[src/core/charger_cfg_pkg.sv]
package charger_cfg_pkg;
    // ==========================================================
    // Timing
    localparam int CLK_PERIOD_NS = 8;
    localparam int TIMER_TICK_NS = 1000;
    localparam int TIMER_TICK_CYC = (TIMER_TICK_NS + CLK_PERIOD_NS - 1) / CLK_PERIOD_NS;

    // ==========================================================
    // Register offsets
    localparam logic [7:0] OFS_CHARGE_PROFILE = 8'h05;
    localparam logic [7:0] OFS_POWER_PATH = 8'h06;
    localparam logic [7:0] OFS_CONV_CTRL = 8'h07;
    localparam logic [7:0] OFS_TOUCH_MODE = 8'h08;

    // ==========================================================
    // Field positions
    localparam int BIT_DYN_TIMER = 7;
    localparam int BIT_PRECHG_VOLT = 6;
    localparam int LSB_CHG_VOLT = 4;
    localparam int BIT_AC_SINK_DIS = 7;
    localparam int LSB_PP_THRESH = 5;
    localparam int BIT_PRECHG_TIME = 4;
    localparam int LSB_TERM_FACTOR = 2;
    localparam int BIT_CHARGING = 1;
    localparam int BIT_USB_SINK_DIS = 0;
    localparam int BIT_CONV_EN = 7;
    localparam int BIT_CONV_START = 6;
    localparam int BIT_CONV_DONE = 5;
    localparam int BIT_REF_EN = 4;
    localparam int LSB_INPUT_SEL = 0;

    // ==========================================================
    // Values after reset and writable masks
    localparam logic [7:0] RST_CHARGE_PROFILE = 8'hE0;
    localparam logic [7:0] RST_POWER_PATH = 8'h64;
    localparam logic RST_CONV_EN = 1'b0;
    localparam logic RST_REF_EN = 1'b0;
    localparam logic RST_CONV_DONE = 1'b1;
    localparam logic [3:0] RST_INPUT_SEL = 4'h0;
    localparam logic [2:0] RST_TOUCH_MODE = 3'h7;
    localparam logic [7:0] WMASK_CHARGE_PROFILE = 8'hF0;
    localparam logic [7:0] WMASK_POWER_PATH = 8'hFD;

    // ==========================================================
    // Converter input codes and touch modes
    localparam logic [3:0] SEL_HIGH_FIRST = 4'h6;
    localparam logic [3:0] SEL_HIGH_LAST = 4'hC;
    localparam logic [3:0] SEL_RESERVED = 4'hD;
    localparam logic [3:0] SEL_TOUCH_ALL = 4'hE;
    localparam logic [3:0] SEL_TOUCH_XY = 4'hF;
    localparam logic [2:0] TOUCH_OFF = 3'h7;

    // Synchroniser lanes
    localparam int SYN_UNDERVOLTAGE_LOCKOUT = 0;
    localparam int SYN_CHARGING = 1;
    localparam int SYN_THERMAL = 2;
    localparam int SYN_PP_LIMIT = 3;

    typedef enum logic [1:0] {CONV_IDLE = 2'b01, CONV_BUSY = 2'b10} conv_state_t;

    typedef struct packed {
        logic wr;
        logic rd;
        logic [7:0] addr;
        logic [7:0] wdata;
    } reg_req_t;

    typedef struct packed {
        logic dyn_timer;
        logic precharge_hi;
        logic [1:0] chg_volt_sel;
        logic [1:0] pp_thresh_sel;
        logic precharge_long;
        logic [1:0] term_factor_sel;
    } charger_cfg_t;

    typedef struct packed {
        logic enable;
        logic ref_en;
        logic [3:0] channel;
        logic channel_valid;
        logic high_range;
        logic touch_all;
        logic touch_xy;
        logic touch_irq_en;
    } conv_ctl_t;

    typedef struct packed {
        logic s1;
        logic s2;
        logic en;
    } sink_state_t;

    typedef struct packed {
        logic [7:0] profile;
        logic [7:0] power_path;
        logic conv_en;
        logic ref_en;
        logic [3:0] sel;
        logic [2:0] touch_mode;
        conv_state_t conv_state;
        logic eoc;
        logic start_pulse;
        logic [7:0] rdata;
        logic [3:0] sync1;
        logic [3:0] sync2;
        logic slow;
        charger_cfg_t cfg;
        conv_ctl_t conv;
    } main_state_t;
endpackage : charger_cfg_pkg

[src/core/charger_adc_config_regs.sv]
`timescale 1ns/10ps
module charger_adc_config_regs #(
    parameter int TIMER_DIV = charger_cfg_pkg::TIMER_TICK_CYC
) (
    input wire logic clk_i,
    input wire logic srst_i,
    input charger_cfg_pkg::reg_req_t req_i,
    output logic [7:0] rdata_o,
    input wire logic adapter_detect_i,
    input wire logic usb_detect_i,
    input wire logic undervoltage_lockout_i,
    input wire logic charging_i,
    input wire logic thermal_loop_i,
    input wire logic power_path_limit_loop_i,
    input wire logic conv_done_i,
    output charger_cfg_pkg::charger_cfg_t cfg_o,
    output charger_cfg_pkg::conv_ctl_t conv_o,
    output logic conv_start_o,
    output logic [2:0] touch_mode_o,
    output logic timer_tick_o,
    output logic adapter_sink_en_o,
    output logic usb_sink_en_o
);
    // ==========================================================
    // Defaults and derived outputs
    function automatic charger_cfg_pkg::main_state_t reload(input charger_cfg_pkg::main_state_t s);
        charger_cfg_pkg::main_state_t r;
        r = s;
        r.profile = charger_cfg_pkg::RST_CHARGE_PROFILE;
        r.power_path = charger_cfg_pkg::RST_POWER_PATH;
        r.conv_en = charger_cfg_pkg::RST_CONV_EN;
        r.ref_en = charger_cfg_pkg::RST_REF_EN;
        r.sel = charger_cfg_pkg::RST_INPUT_SEL;
        r.touch_mode = charger_cfg_pkg::RST_TOUCH_MODE;
        r.conv_state = charger_cfg_pkg::CONV_IDLE;
        r.eoc = charger_cfg_pkg::RST_CONV_DONE;
        r.start_pulse = 1'b0;
        return r;
    endfunction : reload

    function automatic charger_cfg_pkg::main_state_t derive(input charger_cfg_pkg::main_state_t s);
        charger_cfg_pkg::main_state_t r;
        r = s;
        r.cfg.dyn_timer = s.profile[charger_cfg_pkg::BIT_DYN_TIMER];
        r.cfg.precharge_hi = s.profile[charger_cfg_pkg::BIT_PRECHG_VOLT];
        r.cfg.chg_volt_sel = s.profile[charger_cfg_pkg::LSB_CHG_VOLT +: 2];
        r.cfg.pp_thresh_sel = s.power_path[charger_cfg_pkg::LSB_PP_THRESH +: 2];
        r.cfg.precharge_long = s.power_path[charger_cfg_pkg::BIT_PRECHG_TIME];
        r.cfg.term_factor_sel = s.power_path[charger_cfg_pkg::LSB_TERM_FACTOR +: 2];
        // Mode 111 shuts both touch controller and converter, so plain use needs any mode other than 111
        r.conv.enable = s.conv_en && (s.touch_mode != charger_cfg_pkg::TOUCH_OFF);
        r.conv.ref_en = s.ref_en;
        r.conv.channel = s.sel;
        r.conv.channel_valid = (s.sel != charger_cfg_pkg::SEL_RESERVED);
        r.conv.high_range = (s.sel >= charger_cfg_pkg::SEL_HIGH_FIRST) &&
                            (s.sel <= charger_cfg_pkg::SEL_HIGH_LAST);
        r.conv.touch_all = (s.sel == charger_cfg_pkg::SEL_TOUCH_ALL);
        r.conv.touch_xy = (s.sel == charger_cfg_pkg::SEL_TOUCH_XY);
        r.conv.touch_irq_en = (s.touch_mode != charger_cfg_pkg::TOUCH_OFF);
        return r;
    endfunction : derive

    // ==========================================================
    // State
    charger_cfg_pkg::main_state_t st_ff;
    charger_cfg_pkg::main_state_t nxt_st;
    logic wr_conv;
    logic start_req;
    logic conv_on_next;

    always_comb begin
        nxt_st = st_ff;
        wr_conv = req_i.wr && (req_i.addr == charger_cfg_pkg::OFS_CONV_CTRL);
        start_req = 1'b0;
        conv_on_next = 1'b0;
        // Pins and analog flags are asynchronous to clk_i
        nxt_st.sync1 = {power_path_limit_loop_i, thermal_loop_i, charging_i, undervoltage_lockout_i};
        nxt_st.sync2 = st_ff.sync1;
        nxt_st.start_pulse = 1'b0;

        // ==========================================================
        // Register writes; reserved and read-only bits are masked off
        if (req_i.wr) begin
            case (req_i.addr)
                charger_cfg_pkg::OFS_CHARGE_PROFILE: begin
                    nxt_st.profile = req_i.wdata & charger_cfg_pkg::WMASK_CHARGE_PROFILE;
                end
                charger_cfg_pkg::OFS_POWER_PATH: begin
                    nxt_st.power_path = req_i.wdata & charger_cfg_pkg::WMASK_POWER_PATH;
                end
                charger_cfg_pkg::OFS_CONV_CTRL: begin
                    nxt_st.conv_en = req_i.wdata[charger_cfg_pkg::BIT_CONV_EN];
                    nxt_st.ref_en = req_i.wdata[charger_cfg_pkg::BIT_REF_EN];
                    nxt_st.sel = req_i.wdata[charger_cfg_pkg::LSB_INPUT_SEL +: 4];
                end
                charger_cfg_pkg::OFS_TOUCH_MODE: begin
                    nxt_st.touch_mode = req_i.wdata[2:0];
                end
                default: begin
                end
            endcase
        end

        // ==========================================================
        // Conversion sequencing
        conv_on_next = nxt_st.conv_en && (nxt_st.touch_mode != charger_cfg_pkg::TOUCH_OFF);
        case (st_ff.conv_state)
            charger_cfg_pkg::CONV_IDLE: begin
                nxt_st.conv_state = charger_cfg_pkg::CONV_IDLE;
            end
            charger_cfg_pkg::CONV_BUSY: begin
                if (conv_done_i) begin
                    nxt_st.conv_state = charger_cfg_pkg::CONV_IDLE;
                    nxt_st.eoc = 1'b1;
                end else if (!conv_on_next) begin
                    // Powering down mid-conversion abandons it; no result is flagged
                    nxt_st.conv_state = charger_cfg_pkg::CONV_IDLE;
                end
            end
            default: begin
                nxt_st.conv_state = charger_cfg_pkg::CONV_IDLE;
            end
        endcase
        // A new start in the completing cycle wins over the completion
        start_req = wr_conv && req_i.wdata[charger_cfg_pkg::BIT_CONV_START] && conv_on_next &&
                    (nxt_st.conv_state == charger_cfg_pkg::CONV_IDLE);
        if (start_req) begin
            nxt_st.conv_state = charger_cfg_pkg::CONV_BUSY;
            nxt_st.eoc = 1'b0;
            nxt_st.start_pulse = 1'b1;
        end

        // ==========================================================
        // Lockout overrides any write in the same cycle
        if (st_ff.sync2[charger_cfg_pkg::SYN_UNDERVOLTAGE_LOCKOUT]) begin
            nxt_st = reload(nxt_st);
        end

        // ==========================================================
        // Reads, answered on the next cycle
        if (req_i.rd) begin
            case (req_i.addr)
                charger_cfg_pkg::OFS_CHARGE_PROFILE: begin
                    nxt_st.rdata = st_ff.profile;
                end
                charger_cfg_pkg::OFS_POWER_PATH: begin
                    nxt_st.rdata = st_ff.power_path;
                    nxt_st.rdata[charger_cfg_pkg::BIT_CHARGING] = st_ff.sync2[charger_cfg_pkg::SYN_CHARGING];
                end
                charger_cfg_pkg::OFS_CONV_CTRL: begin
                    nxt_st.rdata = {st_ff.conv_en, (st_ff.conv_state == charger_cfg_pkg::CONV_BUSY), st_ff.eoc,
                                    st_ff.ref_en, st_ff.sel};
                end
                charger_cfg_pkg::OFS_TOUCH_MODE: begin
                    nxt_st.rdata = {5'h00, st_ff.touch_mode};
                end
                default: begin
                    nxt_st.rdata = 8'h00;
                end
            endcase
        end

        nxt_st.slow = nxt_st.profile[charger_cfg_pkg::BIT_DYN_TIMER] &&
                      (st_ff.sync2[charger_cfg_pkg::SYN_THERMAL] ||
                       st_ff.sync2[charger_cfg_pkg::SYN_PP_LIMIT]);
        nxt_st = derive(nxt_st);
    end

    always_ff @(posedge clk_i) begin
        if (srst_i) begin
            st_ff <= derive(reload('0));
        end else begin
            st_ff <= nxt_st;
        end
    end

    // ==========================================================
    // Sub-blocks
    timer_rate_div #(.DIV(TIMER_DIV)) u_timer_div (
        .clk_i(clk_i),
        .srst_i(srst_i),
        .slow_en_i(st_ff.slow),
        .tick_o(timer_tick_o)
    );

    input_sink_gate u_adapter_sink (
        .clk_i(clk_i),
        .srst_i(srst_i),
        .detect_i(adapter_detect_i),
        .disable_i(st_ff.power_path[charger_cfg_pkg::BIT_AC_SINK_DIS]),
        .sink_en_o(adapter_sink_en_o)
    );

    input_sink_gate u_usb_sink (
        .clk_i(clk_i),
        .srst_i(srst_i),
        .detect_i(usb_detect_i),
        .disable_i(st_ff.power_path[charger_cfg_pkg::BIT_USB_SINK_DIS]),
        .sink_en_o(usb_sink_en_o)
    );

    assign rdata_o = st_ff.rdata;
    assign cfg_o = st_ff.cfg;
    assign conv_o = st_ff.conv;
    assign conv_start_o = st_ff.start_pulse;
    assign touch_mode_o = st_ff.touch_mode;

    // ==========================================================
    // Field, routing and conversion checks
    logic lock_on;
    logic wr_profile;
    logic wr_path;
    logic wr_touch;

    assign lock_on = st_ff.sync2[charger_cfg_pkg::SYN_UNDERVOLTAGE_LOCKOUT];
    assign wr_profile = req_i.wr && (req_i.addr == charger_cfg_pkg::OFS_CHARGE_PROFILE);
    assign wr_path = req_i.wr && (req_i.addr == charger_cfg_pkg::OFS_POWER_PATH);
    assign wr_touch = req_i.wr && (req_i.addr == charger_cfg_pkg::OFS_TOUCH_MODE);
endmodule : charger_adc_config_regs

[src/core/input_sink_gate.sv]
`timescale 1ns/10ps
module input_sink_gate (
    input wire logic clk_i,
    input wire logic srst_i,
    input wire logic detect_i,
    input wire logic disable_i,
    output logic sink_en_o
);
    charger_cfg_pkg::sink_state_t st_ff;
    charger_cfg_pkg::sink_state_t nxt_st;

    always_comb begin
        nxt_st = st_ff;
        nxt_st.s1 = detect_i;
        nxt_st.s2 = st_ff.s1;
        // Any sensed voltage drops the sink regardless of the disable bit
        nxt_st.en = !disable_i && !st_ff.s2;
    end

    always_ff @(posedge clk_i) begin
        if (srst_i) begin
            st_ff <= '0;
        end else begin
            st_ff <= nxt_st;
        end
    end

    assign sink_en_o = st_ff.en;
endmodule : input_sink_gate

[src/core/timer_rate_div.sv]
`timescale 1ns/10ps
module timer_rate_div #(
    parameter int DIV = charger_cfg_pkg::TIMER_TICK_CYC
) (
    input wire logic clk_i,
    input wire logic srst_i,
    input wire logic slow_en_i,
    output logic tick_o
);
    localparam int CW = $clog2(DIV + 1);

    typedef struct packed {
        logic [CW-1:0] cnt;
        logic half;
        logic tick;
    } div_state_t;

    div_state_t st_ff;
    div_state_t nxt_st;

    always_comb begin
        nxt_st = st_ff;
        nxt_st.tick = 1'b0;
        if (st_ff.cnt == CW'(DIV - 1)) begin
            nxt_st.cnt = '0;
            nxt_st.half = !st_ff.half;
            // Slow mode drops every other tick, halving the timer rate
            nxt_st.tick = !slow_en_i || st_ff.half;
        end else begin
            nxt_st.cnt = st_ff.cnt + 1'b1;
        end
    end

    always_ff @(posedge clk_i) begin
        if (srst_i) begin
            st_ff <= '0;
        end else begin
            st_ff <= nxt_st;
        end
    end

    assign tick_o = st_ff.tick;
endmodule : timer_rate_div
[config.mk]
export PLATFORM = sky130hd
export DESIGN_NAME = charger_adc_config_regs
export DESIGN_NICKNAME = d
export VERILOG_FILES = /design/src/core/charger_cfg_pkg.sv /design/src/core/charger_adc_config_regs.sv /design/src/core/input_sink_gate.sv /design/src/core/timer_rate_div.sv
export SDC_FILE = /design/constraint.sdc
export NUM_CORES = 1
export LEC_CHECK = 0
export BUFFER_PORTS_ARGS = -buffer_cell sky130_fd_sc_hd__buf_2
export CAP_MARGIN = 10
export CORE_MARGIN = 2
export CORE_UTILIZATION = 36
export CTS_CLUSTER_SIZE = 28
export DETAILED_ROUTE_END_ITERATION = 6
export GPL_ROUTABILITY_DRIVEN = 0
export GPL_TIMING_DRIVEN = 0
export PLACE_DENSITY = 0.66
export SLEW_MARGIN = 10
export SYNTH_ARGS = -nofsm -noshare
export SYNTH_HDL_FRONTEND = slang
export SYNTH_SLANG_ARGS = --single-unit
export TNS_END_PERCENT = 10
[constraint.sdc]
create_clock -name clk_i -period 1.72 [get_ports clk_i]
set_input_delay 0.43 -clock clk_i [delete_from_list [all_inputs] [get_ports clk_i]]
set_output_delay 0.43 -clock clk_i [all_outputs]
set_load 0.02 [all_outputs]
Word level (Yosys, flattened, before mapping)
Index checks and enable logic that the tools add are counted.

operators by class
  $add $sub $neg = 1
  magnitude comparators = 2
  eq/ne operators = 12
  muxes and demuxes = 14
  bitwise gates (word level) = 1
  reduce and logical (&&, ||, !) cells = 26

operator list
  operator                                              number
  two-way mux 66 bit                                    1
  case mux 8 bit (4 select lines)                       1
  two-way mux 25 bit                                    1
  equality test 8 x 3 -> 1 bit (second input constant)  3
  two-way mux 8 bit                                     3
  logical AND 1 bit                                     10
  equality test 4 bit (second input constant)           2
  equality test 8 x 4 -> 1 bit (second input constant)  1
  adder 7 x 1 -> 7 bit (second input constant)          1
  equality test 7 bit (second input constant)           1
  logical NOT 1 bit                                     6
  two-way mux 2 bit                                     3
  two-way mux 6 bit                                     1
  != test 3 bit (second input constant)                 2
  AND reduction 2 bit                                   3
  OR reduction 2 bit                                    3
  >= comparator 4 x 3 -> 1 bit (second input constant)  1
  <= comparator 4 bit (second input constant)           1
  two-way mux 4 bit                                     1
  != test 4 bit (second input constant)                 1
  nonzero test 2 bit                                    2
  two-way mux 3 bit                                     1
  equality test 2 x 1 -> 1 bit (second input constant)  1
  equality test 2 bit (second input constant)           1
  3 further kinds                                       5

storage, ports and cells
  bits in registers = 71
  bits of input ports = 27
  output and inout bits = 35
  word-level logic and storage cells = 91

Logic depth before layout (Yosys ltp)
  word-level depth = 14
  mapped depth = 7
  depth with buffers taken out = 6

Hierarchy
Synthesis repeated with hierarchy kept, for this count alone.

second synthesis, totals
  cells, all modules = 290
  area total of the unflattened synthesis = 2721.4 µm²

by module, submodules not included
  module                   instances  cells each  area each (µm²)  seq. area each (µm²)
  charger_adc_config_regs  1          239         2164.6           940.9
  timer_rate_div           1          39          391.6            180.2
  input_sink_gate          2          6           82.6             60.1

Least setup slack after synthesis
No wires, ideal clock.

  kind = input -> register
  start point = in req_i[13] (netlist bit)
  end point = reg st_ff, in the netlist conv_o[1]
  setup time = 0.070 ns
  arrival = 1.651 ns
  data required time = 1.650 ns
  slack = -0.001 ns
  stages = 4
  buffers on the path = 0
  cell sequence = nor4_4 > and4_2 > mux2_2 > a21oi_1

on the way
  word-level cells in the longest chain between the ends = 5

ends and longest elaborated chain
  item                          line                            RTL
  from (decl)                   charger_adc_config_regs.sv:7    input charger_cfg_pkg::reg_req_t req_i,
  equality test 8 x 3 -> 1 bit  charger_adc_config_regs.sv:84   case (req_i.addr)
  two-way mux 6 bit             charger_adc_config_regs.sv:84
  two-way mux 25 bit            charger_adc_config_regs.sv:83   if (req_i.wr) begin
  two-way mux 66 bit            charger_adc_config_regs.sv:135  if (st_ff.sync2[charger_cfg_pkg::SYN_UNDERVOLTAGE_LOCKOUT]) begin
  equality test 4 bit           charger_adc_config_regs.sv:58   r.conv.touch_xy = (s.sel == charger_cfg_pkg::SEL_TOUCH_XY);
  to (signal assigned)          charger_adc_config_regs.sv:171  st_ff <= derive(reload('0));
  to (signal assigned)          charger_adc_config_regs.sv:173  st_ff <= nxt_st;
  to (decl)                     charger_adc_config_regs.sv:65   charger_cfg_pkg::main_state_t st_ff;

Every way passes these cells. The select of a mux whose other input is x is not followed.
A chain may end at the register's enable or synchronous reset.

Worst setup path in the final report
  start point = reg st_ff, in the netlist lock_on
  end point = reg st_ff, in the netlist conv_o[4]

on the way
  word-level cells in the longest chain between the ends = 2

ends and longest elaborated chain
  item                line                            RTL
  two-way mux 66 bit  charger_adc_config_regs.sv:135
  != test 4 bit       charger_adc_config_regs.sv:54   r.conv.channel_valid = (s.sel != charger_cfg_pkg::SEL_RESERVED);

Every way passes these cells. The select of a mux whose other input is x is not followed.

==> impl_results.md <==
- Status: finished, final reports clean
- Drt drc: 0
- RSZ-0062 raised after global routing: no
- Pre-antenna DRT Iters: 4
- Final wirelength: 5880 µm
- Synth area leaders: dfxtp_1, buf_4, mux2i_1
- # H-tree levels: 3
- Clock Root Buffer: clkbuf_8
- Final hold viol count: 0
- Hpwl dp: 4400 µm
- Synth Cell Area: about 0.0027 mm²
- Nets: 392
- First-pass GRT wire length: between 9000 and 10000 µm
- Rel. slew slack: between 60% and 70%
- Met3 usage: between 5 and 6%
- CP max FO: 10
- Fin util: roughly 47%
- Syn_nets: ~320
- Yosys warnings: 0
- CP Class: register to register
- Synth async-reset ratio: 0%
- TNS Setup: 0 ns
- Largest net degree at the start of global routing: 13
- Cells on worst reg2reg path: 5
- Fmax: around 0.63 GHz
- Sequential element share of the synthesized area: ~46%
- Clock latency at the later pin of the worst-skew pair: 0.34 ns
- Via density per instance: about 4.7
- IO Port Bufs: 59
- DR iter-0 viols: 110
- Via count: about 2.2k
- Setup crit end kind: register
- Placeable Area: around 0.0073 mm²
- Vias in the first global route: 2064
- Total gr overflow: 0
- Syn_area_per_cell: 9.39 µm²
- CTS Sinks: 62
- Fillers: approximately 730
- Routed Antenna Nets: 0
- Die W: approximately 90 µm
- Wirelength per Cell: around 13 µm
- Starting density of the core: a little under two fifths
- CTS tree: yes
- FF+latch count, synth: slightly above 60
- Clock Path Buffers: 2
- Top-area cell type share of the netlist area: 45.6%
- Power per cell area: a little under 900 mW/mm²
- Maximum vdd drop: roughly 0.44 mV
- Yosys cell types: 43
- Crit start category: register
- Number of top-level pins: between 60 and 70
- Skew final: just over 0.008 ns
- Antenna Cells: 0
- Period minus WS final: ~1.6 ns
- Num CTS Buffers: 9
- Count of pins over their slew limit: 0
- Area growth, synth to finish: 24.8%
- Req. time, crit path: around 1.9 ns
- GRT Resource Usage Total: between 10% and 20%
- Die area: ~0.0083 mm²
- Yosys top cell by area: dfxtp_1
- WHS Path Cells: 2
- Fin crit share: a little over 90%
- Worst Max-Slew Pin Slew: 0.499 ns
- M2 GR Usage: around 22%
- Post-synth top flop: dfxtp_1
- Clock-pin slew on the worst setup and hold paths: around 0.070 ns
- Arr. time, crit path: approximately 1.8 ns
- Max-cap violation count: 0
- Met1 usage: a little under a fifth
- P_leak: around 1.6 nW
- Layout cells sized above 1: 34.5%
- Row cnt: 31
- GR peak layer: met2
- Setup violators final: 0
- Initial antenna violation count: 0
- Number of synthesized flops with an enable pin: 0
- Die Span Y: slightly above 90 µm
- Synth Instances: between 200 and 300
- Worst hold-check path type: input port to register
final cells by class:
type | count | area, µm² | area share, %
inverters | 7 | 26.3 | 0.773
multi-input cells | 178 | 1180 | 34.8
clock inverters | 7 | 97.6 | 2.87
clock buffers | 9 | 124 | 3.65
plain buffers | 43 | 287 | 8.43
well taps | 99 | 124 | 3.65
repair buffers | 62 | 318 | 9.35
flip-flops and latches | 62 | 1240 | 36.5
cell usage after synthesis, drive strengths merged (6+ instances only):
cell type,instances
nor2b,18
clkbuf,9
a21oi,14
nor2,26
nand3,9
nand2,23
dfxtp,62
mux2i,22
buf,34
o2bb2ai,6
inv,7
routing by layer:
layer | wire length (µm) | part of all wire [%] | up-vias
met1 | 2740 | 47 | 1001
li1 | - | - | 1105
met4 | 105 | 1.8 | 0
met3 | 438 | 7.5 | 12
met2 | 2590 | 44 | 79
met5 | 0 | 0 | -
metrics by stage:
step                instance area (µm²)  cells  setup WS [ns]  power (mW)  hold WS, ns
floorplan                          2730    290         0.0169        1.59        0.367
global placement                   3140    448         -0.405        1.67        0.370
detailed placement                 3140    448         -0.449        1.67        0.374
CTS                                3370    465       -0.00502        3.07        0.288
global route                       3400    467         0.0187        3.16        0.289
finish                             3400    467          0.123        3.04        0.303
registers in the layout, summed over array words and instances (netlist names):
name,count
conv_o,11
conv_start_o,1
lock_on,1
rdata_o,8
st_ff,23
touch_mode_o,3
u_adapter_sink.nxt_st,1
u_adapter_sink.sink_en_o,1
u_adapter_sink.st_ff,1
u_timer_div.st_ff,8
u_timer_div.tick_o,1
u_usb_sink.nxt_st,1
u_usb_sink.sink_en_o,1
u_usb_sink.st_ff,1
timing repair:
item / 4_1_cts / 5_1_grt
gates resized for setup: 0 / 3
pin swaps: 1 / 1
setup buffers: 1 / 2
endpoints found under the setup margin: 3 / 18
hold buffers: 0 / 0
power breakdown:
part	internal, mW	switching, mW	leakage (nW)	total, mW
registers	1.46	0.00975	0.504	1.47
logic	0.0697	0.102	0.947	0.172
clock network	0.819	0.583	0.106	1.40
worst max-delay path: stages (launching register included):
cell      delay, ns
dfxtp_1        0.32
nor2_1         0.18
clkbuf_1       0.42
nand3_1        0.17
nor4b_1        0.29
nor2_1         0.09
cells by family after synthesis:
family	count (synthesis)	synth area share [%]
adder cells (fa/ha/maj)	2	0.919
XOR/XNOR	6	1.93
AO/OA/AOI/OAI	38	9.46
multiplexers	23	8.50
flip-flops	62	45.6
buffers and inverters	50	11.4
AND/OR/NAND/NOR	109	22.2
worst paths after layout:
| check | slack, ns | start | end |
|---|---|---|---|
| worst max-delay path | 0.12 | lock_on | conv_o[4] |
| worst min-delay path | 0.30 | adapter_detect_i | u_adapter_sink.nxt_st[1] |
| worst min register to register | 0.38 | u_adapter_sink.st_ff[1] | u_adapter_sink.sink_en_o |
| worst max register to register | 0.12 | lock_on | conv_o[4] |
cell usage in the layout, fill, tap and decap left out, types with 2 or more instances in the layout:
| cell | instances |
|---|---|
| nor2_1 | 26 |
| o2bb2ai_1 | 6 |
| inv_1 | 7 |
| clkbuf_2 | 2 |
| nand4_2 | 2 |
| and3_1 | 4 |
| a31oi_1 | 2 |
| nand2b_1 | 3 |
| xnor2_1 | 4 |
| clkbuf_8 | 9 |
| buf_2 | 61 |
| a21oi_1 | 14 |
| buf_4 | 35 |
| nand2_1 | 23 |
| mux2i_1 | 22 |
| nor2b_1 | 18 |
| dfxtp_1 | 62 |
| and2_1 | 3 |
| o21ai_0 | 4 |
| nand3_1 | 9 |
| a22o_1 | 3 |
| nor4b_1 | 2 |
| nand3b_1 | 3 |
| or2_2 | 3 |
| ha_1 | 2 |
| xor2_1 | 2 |
| bufinv_16 | 2 |
| a211oi_1 | 3 |
| clkinvlp_4 | 2 |
| nor3_1 | 3 |
| nand4_1 | 2 |
| clkbuf_1 | 7 |
No activity file was read; power rests on OpenSTA's default activity.
